<file path="src/hdl/can_gc_pkg.sv">
`default_nettype none
package can_gc_pkg;
  localparam int ADDR_W = 8;
  localparam logic [ADDR_W-1:0] ADDR_CONTROL = 8'h00;
  localparam logic [ADDR_W-1:0] ADDR_STATUS = 8'h04;
  localparam logic [ADDR_W-1:0] ADDR_TT_CAPTURE = 8'h08;

  localparam int BIT_OVERLOAD = 6;
  localparam int BIT_TT_SELECT = 5;
  localparam int BIT_SYNC_POINT = 4;
  localparam int BIT_LISTEN = 3;
  localparam int BIT_TEST = 2;
  localparam int BIT_ENABLE = 1;
  localparam int BIT_SOFT_RESET = 0;

  localparam int STAT_RUNNING = 0;
  localparam int STAT_CLK_RUN = 1;
  localparam int STAT_DRAINING = 2;

  localparam logic [7:0] CONTROL_RESET = 8'h00;
  localparam logic [7:0] CONTROL_WMASK = 8'h7e;
  localparam logic [15:0] TT_CAPTURE_RESET = 16'h0000;
  localparam logic [1:0] START_DELAY_CYCLES = 2'h2;
  localparam logic RECESSIVE = 1'b1;

  localparam logic [1:0] RESP_OKAY = 2'h0;
  localparam logic [1:0] RESP_SLVERR = 2'h2;

  typedef enum logic [1:0] {
    SEL_NONE = 2'h0,
    SEL_CONTROL = 2'h1,
    SEL_STATUS = 2'h2,
    SEL_TT_CAPTURE = 2'h3
  } reg_sel_t;

  typedef enum logic [3:0] {
    ST_OFF = 4'b0001,
    ST_DRAIN = 4'b0010,
    ST_START = 4'b0100,
    ST_RUN = 4'b1000
  } run_state_t;

  typedef struct packed {
    logic frame_busy;
    logic sof;
    logic eof_last_bit;
    logic ovl_tx_start;
    logic tx_bit;
    logic [15:0] tt_timer;
  } engine_in_t;

  typedef struct packed {
    logic overload_request;
    logic tt_mode;
    logic sync_point;
    logic listen_mode;
    logic test_mode;
    logic clk_run;
    logic fsm_run;
    logic rx_enable;
    logic ctrl_reset;
  } control_out_t;
endpackage : can_gc_pkg
`default_nettype wire

</file>
<file path="src/hdl/pin_sync.sv">
`default_nettype none
module pin_sync
  import can_gc_pkg::*;
(
  input wire logic aclk,
  input wire logic aresetn,
  input wire logic pin,
  output logic synced
);
  logic meta_q;
  logic meta_d;
  logic sync_q;
  logic sync_d;

  always_comb begin
    meta_d = pin;
    sync_d = meta_q;
  end

  // idle bus level so a reset does not fake a dominant bit
  always_ff @(posedge aclk) begin
    if (!aresetn) begin
      meta_q <= RECESSIVE;
      sync_q <= RECESSIVE;
    end else begin
      meta_q <= meta_d;
      sync_q <= sync_d;
    end
  end

  assign synced = sync_q;
endmodule : pin_sync
`default_nettype wire

</file>
<file path="src/hdl/run_sequencer.sv">
`default_nettype none
module run_sequencer
  import can_gc_pkg::*;
(
  input wire logic aclk,
  input wire logic ctl_rst_n,
  input wire logic enable_req,
  input wire logic frame_busy,
  output run_state_t state
);
  run_state_t state_q;
  run_state_t state_d;
  logic [1:0] cnt_q;
  logic [1:0] cnt_d;

  always_comb begin
    state_d = state_q;
    cnt_d = cnt_q;
    unique case (state_q)
      ST_OFF: begin
        if (enable_req) begin
          state_d = ST_START;
          cnt_d = START_DELAY_CYCLES - 2'h1;
        end
      end
      ST_START: begin
        if (!enable_req) begin
          state_d = frame_busy ? ST_DRAIN : ST_OFF;
        end else if (cnt_q == 2'h0) begin
          state_d = ST_RUN;
        end else begin
          cnt_d = cnt_q - 2'h1;
        end
      end
      ST_RUN: begin
        if (!enable_req) begin
          state_d = frame_busy ? ST_DRAIN : ST_OFF;
        end
      end
      ST_DRAIN: begin
        // re-enabled while draining: start once the frame ends, straight from drain so the clock never gaps
        if (!frame_busy && enable_req) begin
          state_d = ST_START;
          cnt_d = START_DELAY_CYCLES - 2'h1;
        end else if (!frame_busy) begin
          state_d = ST_OFF;
        end
      end
      default: begin
        state_d = ST_OFF;
      end
    endcase
  end

  always_ff @(posedge aclk) begin
    if (!ctl_rst_n) begin
      state_q <= ST_OFF;
      cnt_q <= 2'h0;
    end else begin
      state_q <= state_d;
      cnt_q <= cnt_d;
    end
  end

  assign state = state_q;
endmodule : run_sequencer
`default_nettype wire

</file>
<file path="src/hdl/can_general_control.sv">
// What this block does
// overload request set by software, cleared at overload start
// time-trigger select enables time-triggered operation
// sync point picks capture at EOF or SOF
// listen-mode bit switches listening mode
// software keeps the test bit cleared
// enable bit runs controller and its clock
// disable finishes frame, then freezes; objects untouched
// standby: tx recessive, receiver off, clock stopped
// registers stay accessible while disabled
// two clock periods before state machine runs
// soft reset acts like hardware reset, combined
// after reset disabled, all control bits zero
// soft reset bit clears one cycle later
`default_nettype none
module can_general_control
  import can_gc_pkg::*;
(
  input wire logic aclk,
  input wire logic aresetn,
  input wire logic awvalid,
  output logic awready,
  input wire logic [ADDR_W-1:0] awaddr,
  input wire logic wvalid,
  output logic wready,
  input wire logic [31:0] wdata,
  input wire logic [3:0] wstrb,
  output logic bvalid,
  input wire logic bready,
  output logic [1:0] bresp,
  input wire logic arvalid,
  output logic arready,
  input wire logic [ADDR_W-1:0] araddr,
  output logic rvalid,
  input wire logic rready,
  output logic [31:0] rdata,
  output logic [1:0] rresp,
  input wire logic can_rx,
  output logic can_tx,
  output logic rx_to_engine,
  input wire engine_in_t eng,
  output control_out_t ctrl
);
  function automatic reg_sel_t decode(input logic [ADDR_W-1:0] addr);
    reg_sel_t sel;
    sel = SEL_NONE;
    if (addr == ADDR_CONTROL) begin
      sel = SEL_CONTROL;
    end else if (addr == ADDR_STATUS) begin
      sel = SEL_STATUS;
    end else if (addr == ADDR_TT_CAPTURE) begin
      sel = SEL_TT_CAPTURE;
    end
    return sel;
  endfunction : decode
  // bus slave state
  logic aw_have_q, aw_have_d;
  logic w_have_q, w_have_d;
  logic [ADDR_W-1:0] aw_addr_q, aw_addr_d;
  logic [7:0] w_byte_q, w_byte_d;
  logic w_lane_q, w_lane_d;
  logic awready_q, awready_d;
  logic wready_q, wready_d;
  logic bvalid_q, bvalid_d;
  logic [1:0] bresp_q, bresp_d;
  logic arready_q, arready_d;
  logic rvalid_q, rvalid_d;
  logic [31:0] rdata_q, rdata_d;
  logic [1:0] rresp_q, rresp_d;
  logic write_fire;
  reg_sel_t wsel;
  // control state
  logic [7:0] ctrl_q, ctrl_d;
  logic soft_rst_q, soft_rst_d;
  logic [15:0] tt_cap_q, tt_cap_d;
  logic tx_q, tx_d;
  logic rx_q, rx_d;
  logic reset_out_q, reset_out_d;
  logic ctl_rst_n;
  logic rx_sync;
  logic standby;
  logic capture_event;
  run_state_t run_state;
  always_comb begin
    aw_have_d = aw_have_q;
    w_have_d = w_have_q;
    aw_addr_d = aw_addr_q;
    w_byte_d = w_byte_q;
    w_lane_d = w_lane_q;
    bvalid_d = bvalid_q;
    bresp_d = bresp_q;
    write_fire = 1'b0;
    wsel = decode(aw_addr_q);
    if (awvalid && awready_q) begin
      aw_have_d = 1'b1;
      aw_addr_d = awaddr;
    end
    if (wvalid && wready_q) begin
      w_have_d = 1'b1;
      w_byte_d = wdata[7:0];
      w_lane_d = wstrb[0];
    end
    if (bvalid_q && bready) begin
      bvalid_d = 1'b0;
    end
    if (aw_have_q && w_have_q && !bvalid_q) begin
      write_fire = 1'b1;
      aw_have_d = 1'b0;
      w_have_d = 1'b0;
      bvalid_d = 1'b1;
      bresp_d = (wsel == SEL_NONE) ? RESP_SLVERR : RESP_OKAY;
    end
    awready_d = !aw_have_d && !bvalid_d;
    wready_d = !w_have_d && !bvalid_d;
  end

  always_ff @(posedge aclk) begin
    if (!aresetn) begin
      aw_have_q <= 1'b0;
      w_have_q <= 1'b0;
      aw_addr_q <= 8'h00;
      w_byte_q <= 8'h00;
      w_lane_q <= 1'b0;
      awready_q <= 1'b0;
      wready_q <= 1'b0;
      bvalid_q <= 1'b0;
      bresp_q <= RESP_OKAY;
    end else begin
      aw_have_q <= aw_have_d;
      w_have_q <= w_have_d;
      aw_addr_q <= aw_addr_d;
      w_byte_q <= w_byte_d;
      w_lane_q <= w_lane_d;
      awready_q <= awready_d;
      wready_q <= wready_d;
      bvalid_q <= bvalid_d;
      bresp_q <= bresp_d;
    end
  end

  // reads answer one cycle after the address is taken, whatever the run state
  always_comb begin
    arready_d = arready_q;
    rvalid_d = rvalid_q;
    rdata_d = rdata_q;
    rresp_d = rresp_q;
    if (rvalid_q && rready) begin
      rvalid_d = 1'b0;
    end
    if (arvalid && arready_q) begin
      rvalid_d = 1'b1;
      rresp_d = RESP_OKAY;
      unique case (decode(araddr))
        SEL_CONTROL: rdata_d = {24'h000000, ctrl_q[7:1], soft_rst_q};
        SEL_STATUS: rdata_d = {29'h0, run_state == ST_DRAIN, !standby, run_state == ST_RUN};
        SEL_TT_CAPTURE: rdata_d = {16'h0000, tt_cap_q};
        SEL_NONE: begin
          rdata_d = 32'h00000000;
          rresp_d = RESP_SLVERR;
        end
      endcase
    end
    arready_d = !rvalid_d;
  end

  always_ff @(posedge aclk) begin
    if (!aresetn) begin
      arready_q <= 1'b0;
      rvalid_q <= 1'b0;
      rdata_q <= 32'h00000000;
      rresp_q <= RESP_OKAY;
    end else begin
      arready_q <= arready_d;
      rvalid_q <= rvalid_d;
      rdata_q <= rdata_d;
      rresp_q <= rresp_d;
    end
  end

  // bus logic is outside the combined reset so the response still completes
  assign ctl_rst_n = aresetn && !soft_rst_q;
  assign standby = (run_state == ST_OFF);
  assign capture_event = ctrl_q[BIT_SYNC_POINT] ? eng.eof_last_bit : eng.sof;

  always_comb begin
    ctrl_d = ctrl_q;
    soft_rst_d = 1'b0;
    tt_cap_d = tt_cap_q;
    if (eng.ovl_tx_start) begin
      ctrl_d[BIT_OVERLOAD] = 1'b0;
    end
    if (write_fire && wsel == SEL_CONTROL && w_lane_q) begin
      if (w_byte_q[BIT_SOFT_RESET]) begin
        soft_rst_d = 1'b1;
      end else begin
        ctrl_d = w_byte_q & CONTROL_WMASK;
        // a new request written in the cycle of the overload start survives
        if (eng.ovl_tx_start && !w_byte_q[BIT_OVERLOAD]) begin
          ctrl_d[BIT_OVERLOAD] = 1'b0;
        end
      end
    end
    if (ctrl_q[BIT_TT_SELECT] && capture_event) begin
      tt_cap_d = eng.tt_timer;
    end
  end

  always_ff @(posedge aclk) begin
    if (!aresetn) begin
      soft_rst_q <= 1'b0;
    end else begin
      soft_rst_q <= soft_rst_d;
    end
  end

  always_ff @(posedge aclk) begin
    if (!ctl_rst_n) begin
      ctrl_q <= CONTROL_RESET;
      tt_cap_q <= TT_CAPTURE_RESET;
    end else begin
      ctrl_q <= ctrl_d;
      tt_cap_q <= tt_cap_d;
    end
  end

  always_comb begin
    tx_d = standby ? RECESSIVE : eng.tx_bit;
    rx_d = standby ? RECESSIVE : rx_sync;
    reset_out_d = soft_rst_q;
  end

  always_ff @(posedge aclk) begin
    if (!aresetn) begin
      tx_q <= RECESSIVE;
      rx_q <= RECESSIVE;
      reset_out_q <= 1'b1;
    end else begin
      tx_q <= tx_d;
      rx_q <= rx_d;
      reset_out_q <= reset_out_d;
    end
  end

  pin_sync u_rx_sync (
    .aclk(aclk),
    .aresetn(aresetn),
    .pin(can_rx),
    .synced(rx_sync)
  );

  // object enables live elsewhere and are never touched on disable
  run_sequencer u_seq (
    .aclk(aclk),
    .ctl_rst_n(ctl_rst_n),
    .enable_req(ctrl_q[BIT_ENABLE]),
    .frame_busy(eng.frame_busy),
    .state(run_state)
  );

  assign awready = awready_q;
  assign wready = wready_q;
  assign bvalid = bvalid_q;
  assign bresp = bresp_q;
  assign arready = arready_q;
  assign rvalid = rvalid_q;
  assign rdata = rdata_q;
  assign rresp = rresp_q;
  assign can_tx = tx_q;
  assign rx_to_engine = rx_q;
  // test bit is only stored; the application is expected to leave it zero
  assign ctrl.overload_request = ctrl_q[BIT_OVERLOAD];
  assign ctrl.tt_mode = ctrl_q[BIT_TT_SELECT];
  assign ctrl.sync_point = ctrl_q[BIT_SYNC_POINT];
  assign ctrl.listen_mode = ctrl_q[BIT_LISTEN];
  assign ctrl.test_mode = ctrl_q[BIT_TEST];
  assign ctrl.clk_run = run_state[1] | run_state[2] | run_state[3];
  assign ctrl.fsm_run = run_state[3];
  assign ctrl.rx_enable = ~run_state[0];
  assign ctrl.ctrl_reset = reset_out_q;
endmodule : can_general_control
`default_nettype wire

</file>
<file path="config.mk">
export PLATFORM = sky130hd
export DESIGN_NAME = can_general_control
export DESIGN_NICKNAME = d
export VERILOG_FILES = /design/src/hdl/can_gc_pkg.sv /design/src/hdl/pin_sync.sv /design/src/hdl/run_sequencer.sv /design/src/hdl/can_general_control.sv
export SDC_FILE = /design/constraint.sdc
export NUM_CORES = 1
export LEC_CHECK = 0
export BUFFER_PORTS_ARGS = -buffer_cell sky130_fd_sc_hd__buf_4
export CORE_AREA = 2 2 107 109
export CTS_CLUSTER_DIAMETER = 30
export DETAILED_ROUTE_END_ITERATION = 10
export DIE_AREA = 0 0 109 111
export GPL_TIMING_DRIVEN = 0
export PLACE_DENSITY = 0.53
export SYNTH_ARGS = -nofsm -noshare
export SYNTH_HDL_FRONTEND = slang
export SYNTH_SLANG_ARGS = --single-unit
export TNS_END_PERCENT = 10
</file>
<file path="constraint.sdc">
create_clock -name aclk -period 3.8 [get_ports aclk]
set_input_delay 0.76 -clock aclk [delete_from_list [all_inputs] [get_ports aclk]]
set_output_delay 0.76 -clock aclk [all_outputs]
set_load 0.01 [all_outputs]
</file>
# Word-level counts from Yosys, hierarchy flattened
# Cells that the tools add are included.
dict set report classes {
  add_sub_neg 1
  n_eq_ne 19
  muxes 38
  div_mod_pow 0
  n_reduce_logical 35
  mul 0
  magnitude_cmp 0
  bitwise_logic 5
  shift 0
}
# cell n
set ops {}
lappend ops {{$pmux W32 S4} 1}
lappend ops {{$mux W2} 14}
lappend ops {{$mux W4} 6}
lappend ops {{$eq A8 B3 Y1 const B} 2}
lappend ops {{$eq A8 B4 Y1 const B} 2}
lappend ops {{$logic_not A8 Y1} 2}
lappend ops {{$pmux W4 S4} 1}
lappend ops {{$logic_and A1 B1 Y1} 15}
lappend ops {{$mux W7} 2}
lappend ops {{$mux W1} 13}
lappend ops {{$logic_not A1 Y1} 9}
lappend ops {{$ne A2 B2 Y1 const B} 4}
lappend ops {{$logic_not A2 Y1} 3}
lappend ops {{$ne A3 B2 Y1 const B} 2}
lappend ops {{$pmux W2 S3} 1}
lappend ops {{$reduce_and A5 Y1} 1}
lappend ops {{$eq A2 B1 Y1 const B} 2}
lappend ops {{$eq A2 B2 Y1 const B} 2}
lappend ops {{$eq A4 B1 Y1 const B} 1}
lappend ops {{$eq A4 B2 Y1 const B} 1}
lappend ops {{$eq A4 B3 Y1 const B} 1}
lappend ops {{$eq A4 B4 Y1 const B} 1}
lappend ops {{$reduce_and A2 Y1} 2}
lappend ops {{$reduce_and A4 Y1} 1}
lappend ops {{other kinds (6)} 9}
dict set report totals {
  in_bits 81
  mem_count 0
  out_inout_bits 52
  ram_bits 0
  wordCells 122
  romBits 0
  latchBits 0
  register_bits 93
}

# Logic depth before layout (Yosys ltp)
dict set report logic_depth {
  ltp_word 8
  mapped_depth 5
  mapped_depth_nobuf 5
}

# Hierarchy
# A second synthesis with hierarchy kept.
dict set report unflattened {
  cells_unflattened 390
  hier_area_um2 3423.3
}
# module n_inst cells_per_inst area_per_inst_um2 seq_area_each_um2
set modules_own_cells {}
lappend modules_own_cells {can_general_control 1 332 2902.8 1341.3}
lappend modules_own_cells {run_sequencer 1 54 467.9 120.1}
lappend modules_own_cells {pin_sync 1 4 52.6 40.0}

# Worst setup path after synthesis
# No wires, ideal clock.
dict set report synth_timing {
  path_kind {input to register}
  from {in araddr[5]}
  to {reg rdata_q[10] (netlist: rdata[10])}
  t_arrival_ns 1.910
  stages 4
  path_slack_ns 1.824
  t_required_ns 3.734
  n_path_buf 0
  setup_ns 0.066
  path_cell_list {or4_4 nor4_4 a22oi_1 nor2b_1}
}
dict set report synth_between {
  elab_chain_cells 7
  word_cells_on_any_way 12
  cone_classes {eq/ne: 5; mux: 5; reduce/logical: 2}
}
# element line_no
set synth_rtl {}
lappend synth_rtl {{from (decl)} can_general_control.sv:33} ;# input wire logic [ADDR_W-1:0] araddr,
lappend synth_rtl {{$eq A8 B4 Y1} can_general_control.sv:51} ;# end else if (addr == ADDR_TT_CAPTURE) begin
lappend synth_rtl {{$mux W2} can_general_control.sv:51}
lappend synth_rtl {{$mux W2} can_general_control.sv:49} ;# end else if (addr == ADDR_STATUS) begin
lappend synth_rtl {{$mux W2 (*)} can_general_control.sv:47} ;# if (addr == ADDR_CONTROL) begin
lappend synth_rtl {{$mux W2 (*)} can_general_control.sv:150} ;# if (arvalid && arready_q) begin
lappend synth_rtl {{$eq A2 B2 Y1 (tied with other cells)} can_general_control.sv:153} ;# unique case (decode(araddr))
lappend synth_rtl {{$pmux W32 S4 (*)} can_general_control.sv:153}
lappend synth_rtl {{to (signal assigned)} can_general_control.sv:175} ;# rdata_q <= rdata_d;
lappend synth_rtl {{to (decl)} can_general_control.sv:68} ;# logic [31:0] rdata_q, rdata_d;
# Every way passes the cells marked *; elsewhere a longest branch is shown, timed or not. The select of a mux whose other input is x is not followed.
# A chain may end at the register's enable or synchronous reset.

==> impl_metrics.env <==
export IMPL_final_area_sq_um=4430
export IMPL_drc=0
export IMPL_core_area_sq_um=11100
export IMPL_p_clk_share_pct=50.5
export IMPL_grt_pass1_wl_mm=12.7
export IMPL_cts_root_buf="clkbuf_16"
export IMPL_slew_headroom_pct=57.3
export IMPL_synth_top_family_by_area="simple AND/OR/NAND/NOR gates"
export IMPL_synth_distinct_cells=45
export IMPL_grt_max_degree=13
export IMPL_route_vias_total=2733
export IMPL_final_cells=613
export IMPL_p_int_w=0.00154
export IMPL_critPathLaunch="u_seq.state[1]$_SDFFE_PN0P_"
export IMPL_place_gp_congestion=0.744
export IMPL_cts_hold_buf=0
export IMPL_num_fill_cells=1143
export IMPL_die_y_microns=111
export IMPL_drt_iter0_markers=126
export IMPL_ir_drop_mv=0.235
export IMPL_endpoint="ctrl[3]"
export IMPL_clk_latency_ns=0.33
export IMPL_detail_route_antenna_nets=0
export IMPL_yosysMostFrequentCell="dfxtp_1"
export IMPL_rsz0062_at_grt="false"
export IMPL_ios=133
export IMPL_worst_slew_pin_slew_ns=0.632
export IMPL_finalSetupViolCount=0
export IMPL_ys_seq_area_share_pct=46.8
export IMPL_crit_slowest_cell="or3_1"
export IMPL_cts_setup_buffers=0
export IMPL_cts_htree_levels=3
export IMPL_synthTopCellsByArea="dfxtp_1 47%, nand2_1 5.1%, mux2i_1 5.0%"
export IMPL_diodes=0
export IMPL_grt_ovfl_total=0
export IMPL_port_buffers=85
export IMPL_post_dp_hpwl_mm=6.08
export IMPL_clockBufferDepth=2
export IMPL_rows=39
export IMPL_synth_edff_count=0
export IMPL_synth_simple_area_share_pct=24.2
export IMPL_total_leakage_power_nw=1.95
export IMPL_crit_fanout=10
export IMPL_yosys_most_used_dff="dfxtp_1"
export IMPL_syn_mean_instance_area_sq_um=9.11
export IMPL_r2r_cells=5
export IMPL_fin_crit_sh_pct=54.8
export IMPL_period_needed_ns=2.08
export IMPL_die_x_microns=109
export IMPL_synthArstFlopShare_pct=0
export IMPL_endpoint_kind="output pin"
export IMPL_critPathKind="reg -> out"
export IMPL_reg2reg_slack_ns=2.02
export IMPL_hold_viol=0
export IMPL_cts_sinks=75
export IMPL_synth_top_cell_area_share_pct=46.8
export IMPL_ys_ff_latch=75
export IMPL_viasPerCell=4.46
export IMPL_synth_area_leader_cell="dfxtp_1"
export IMPL_r2r_end="tt_cap_q[8]$_SDFFE_PN0P_"
export IMPL_synth_mux_area_share_pct=6.75
export IMPL_hp_class="reg -> reg"
export IMPL_r2r_start="ctrl_q[4]$_SDFFE_PN0P_"
export IMPL_routed_wl_mm=8.21
export IMPL_syn2layout_area_growth_pct=38.1
export IMPL_placed_cells=597
export IMPL_cts_resized=0
export IMPL_synth_adder_area_share_pct=0.390
export IMPL_crit_required_ns=3.04
export IMPL_worstPathBufferInverterCount=2
export IMPL_power_density_nw_per_um2=438
export IMPL_crit_chain="clkbuf_2, or3_1, buf_4"
export IMPL_cts_tree="built"
export IMPL_cpLargestDelayFamily="simple AND/OR/NAND/NOR gates"
export IMPL_maxSlewViolCount=0
export IMPL_path_clk_slew_ns=0.06
export IMPL_antenna_found_initial=0
export IMPL_final_util_pct=40.0
export IMPL_path_depth=3
export IMPL_yosysWarnings=0
export IMPL_p_seq_share_pct=41.9
export IMPL_synth_commonest_cells="75 x dfxtp_1, 44 x nand2_1, 27 x nor2_1, 24 x nor2b_1, 21 x buf_4"
export IMPL_synth_compound_area_share_pct=14.3
export IMPL_track_usage_pct=13.7
export IMPL_start_kind="flip-flop"
export IMPL_cts_inserted_buffers=9
export IMPL_run_status="complete, no violations"
export IMPL_cap_viol_max_count=0
export IMPL_start_util_pct=29.0
export IMPL_power_switching_w=0.000405
export IMPL_pwr_share_comb_pct=7.6
export IMPL_slowest_delay_ns=0.38
export IMPL_finalClockSkew_ns=0.00429
export IMPL_nets=547
export IMPL_routedWlPerCell_microns=13.4
export IMPL_arrival_ns=1.32
export IMPL_fmax_mhz=480
export IMPL_swShare_pct=20.8
export IMPL_final_setup_tns_ns=0
export IMPL_drive_gt1_share_pct=29.1
export IMPL_grt_pass1_vias=2496
export IMPL_synthXorXnorAreaFrac_pct=0
export IMPL_drtPass1Iterations=4
export IMPL_place_area_sq_um=4090
export IMPL_syn_area_sq_um=3210
export IMPL_die_area_sq_um=12100
export IMPL_syn_inst=352
[cell type report]
class | count | area [sq um] | area share (%)
Inverter | 5 | 18.8 | 0.423
Multi-Input combinational cell | 252 | 1530 | 34.6
Timing Repair Buffer | 85 | 638 | 14.4
Clock inverter | 5 | 100 | 2.26
Sequential cell | 75 | 1500 | 33.9
Clock buffer | 11 | 243 | 5.48
Buffer | 37 | 220 | 4.97
Tap cell | 143 | 179 | 4.04
[logic make-up after synthesis]
logic type / after synthesis
other cells: 1
fa+ha+maj: 1
flops: 75
mux: 21
simple gates: 145
buf+inv: 42
compound gates: 67
[sequential cells by signal, indices dropped and copies added, names as in the netlist, 2 cells and up]
register / cells
rdata: 16
tt_cap_q: 16
aw_addr_q: 8
w_byte_q: 7
ctrl_q: 6
u_seq.state: 4
u_seq.cnt_q: 2
[power groups by stage]
stage	Clock, W	Combinational [W]	Sequential, W
finish	0.000981	0.000147	0.000813
global route	0.00104	0.000163	0.000815
CTS	0.00100	0.000149	0.000813
detailed placement	0	0.000149	0.000830
global placement	0	0.000148	0.000830
floorplan	0	0.0000761	0.000830
[routing by layer]
metal	vias up	part of all wire [%]	global-route usage, %
li1	1413	-	-
met1	1225	47	17.8
met2	86	44	21.3
met3	9	7.5	4.41
met4	0	1.1	4.36
met5	-	0	0
[worst min path at each step]
stage | startpoint | to | slack [ns] | depth (start not counted)
final | u_rx_sync.meta_q$_SDFF_PN1_ | u_rx_sync.synced$_SDFF_PN1_ | 0.41 | 1
after global routing | u_rx_sync.synced$_SDFF_PN1_ | rx_to_engine$_SDFF_PP1_ | 0.44 | 1
after CTS | u_rx_sync.synced$_SDFF_PN1_ | rx_to_engine$_SDFF_PP1_ | 0.42 | 1
after detailed placement | u_rx_sync.synced$_SDFF_PN1_ | rx_to_engine$_SDFF_PP1_ | 0.40 | 1
after global placement | u_rx_sync.meta_q$_SDFF_PN1_ | u_rx_sync.synced$_SDFF_PN1_ | 0.39 | 1
after floorplan | u_rx_sync.meta_q$_SDFF_PN1_ | u_rx_sync.synced$_SDFF_PN1_ | 0.39 | 1
[placed cells by master (no fill, tap or decap), types with 2 or more instances in the layout]
cell and instances:
nand3_1 6, mux2i_1 16, nor2_1 27, clkbuf_1 15, nand2_1 44, a32oi_1 2
conb_1 18, and2_1 4, mux2_2 5, a21oi_1 13, clkinv_2 2, nor3b_1 2
nand2b_1 5, buf_4 106, nor3_1 5, or4b_2 2, a21boi_0 19, dfxtp_1 75
clkbuf_16 9, bufinv_16 3, o2111ai_1 2, a22oi_1 14, and3_1 2, o21ai_0 10
nor2b_1 24, inv_1 5, or2_2 4, nand3b_1 10
[metrics by stage]
step / setup slack [ns] / hold WS, ns / total power (W)
3_5_place_dp: 1.43 / 0.405 / 0.000979
6_report: 1.72 / 0.412 / 0.00194
2_1_floorplan: 1.82 / 0.386 / 0.000906
4_1_cts: 1.70 / 0.416 / 0.00196
5_1_grt: 1.64 / 0.435 / 0.00201
3_3_place_gp: 1.46 / 0.389 / 0.000978
(Power assumes the default switching activity.)
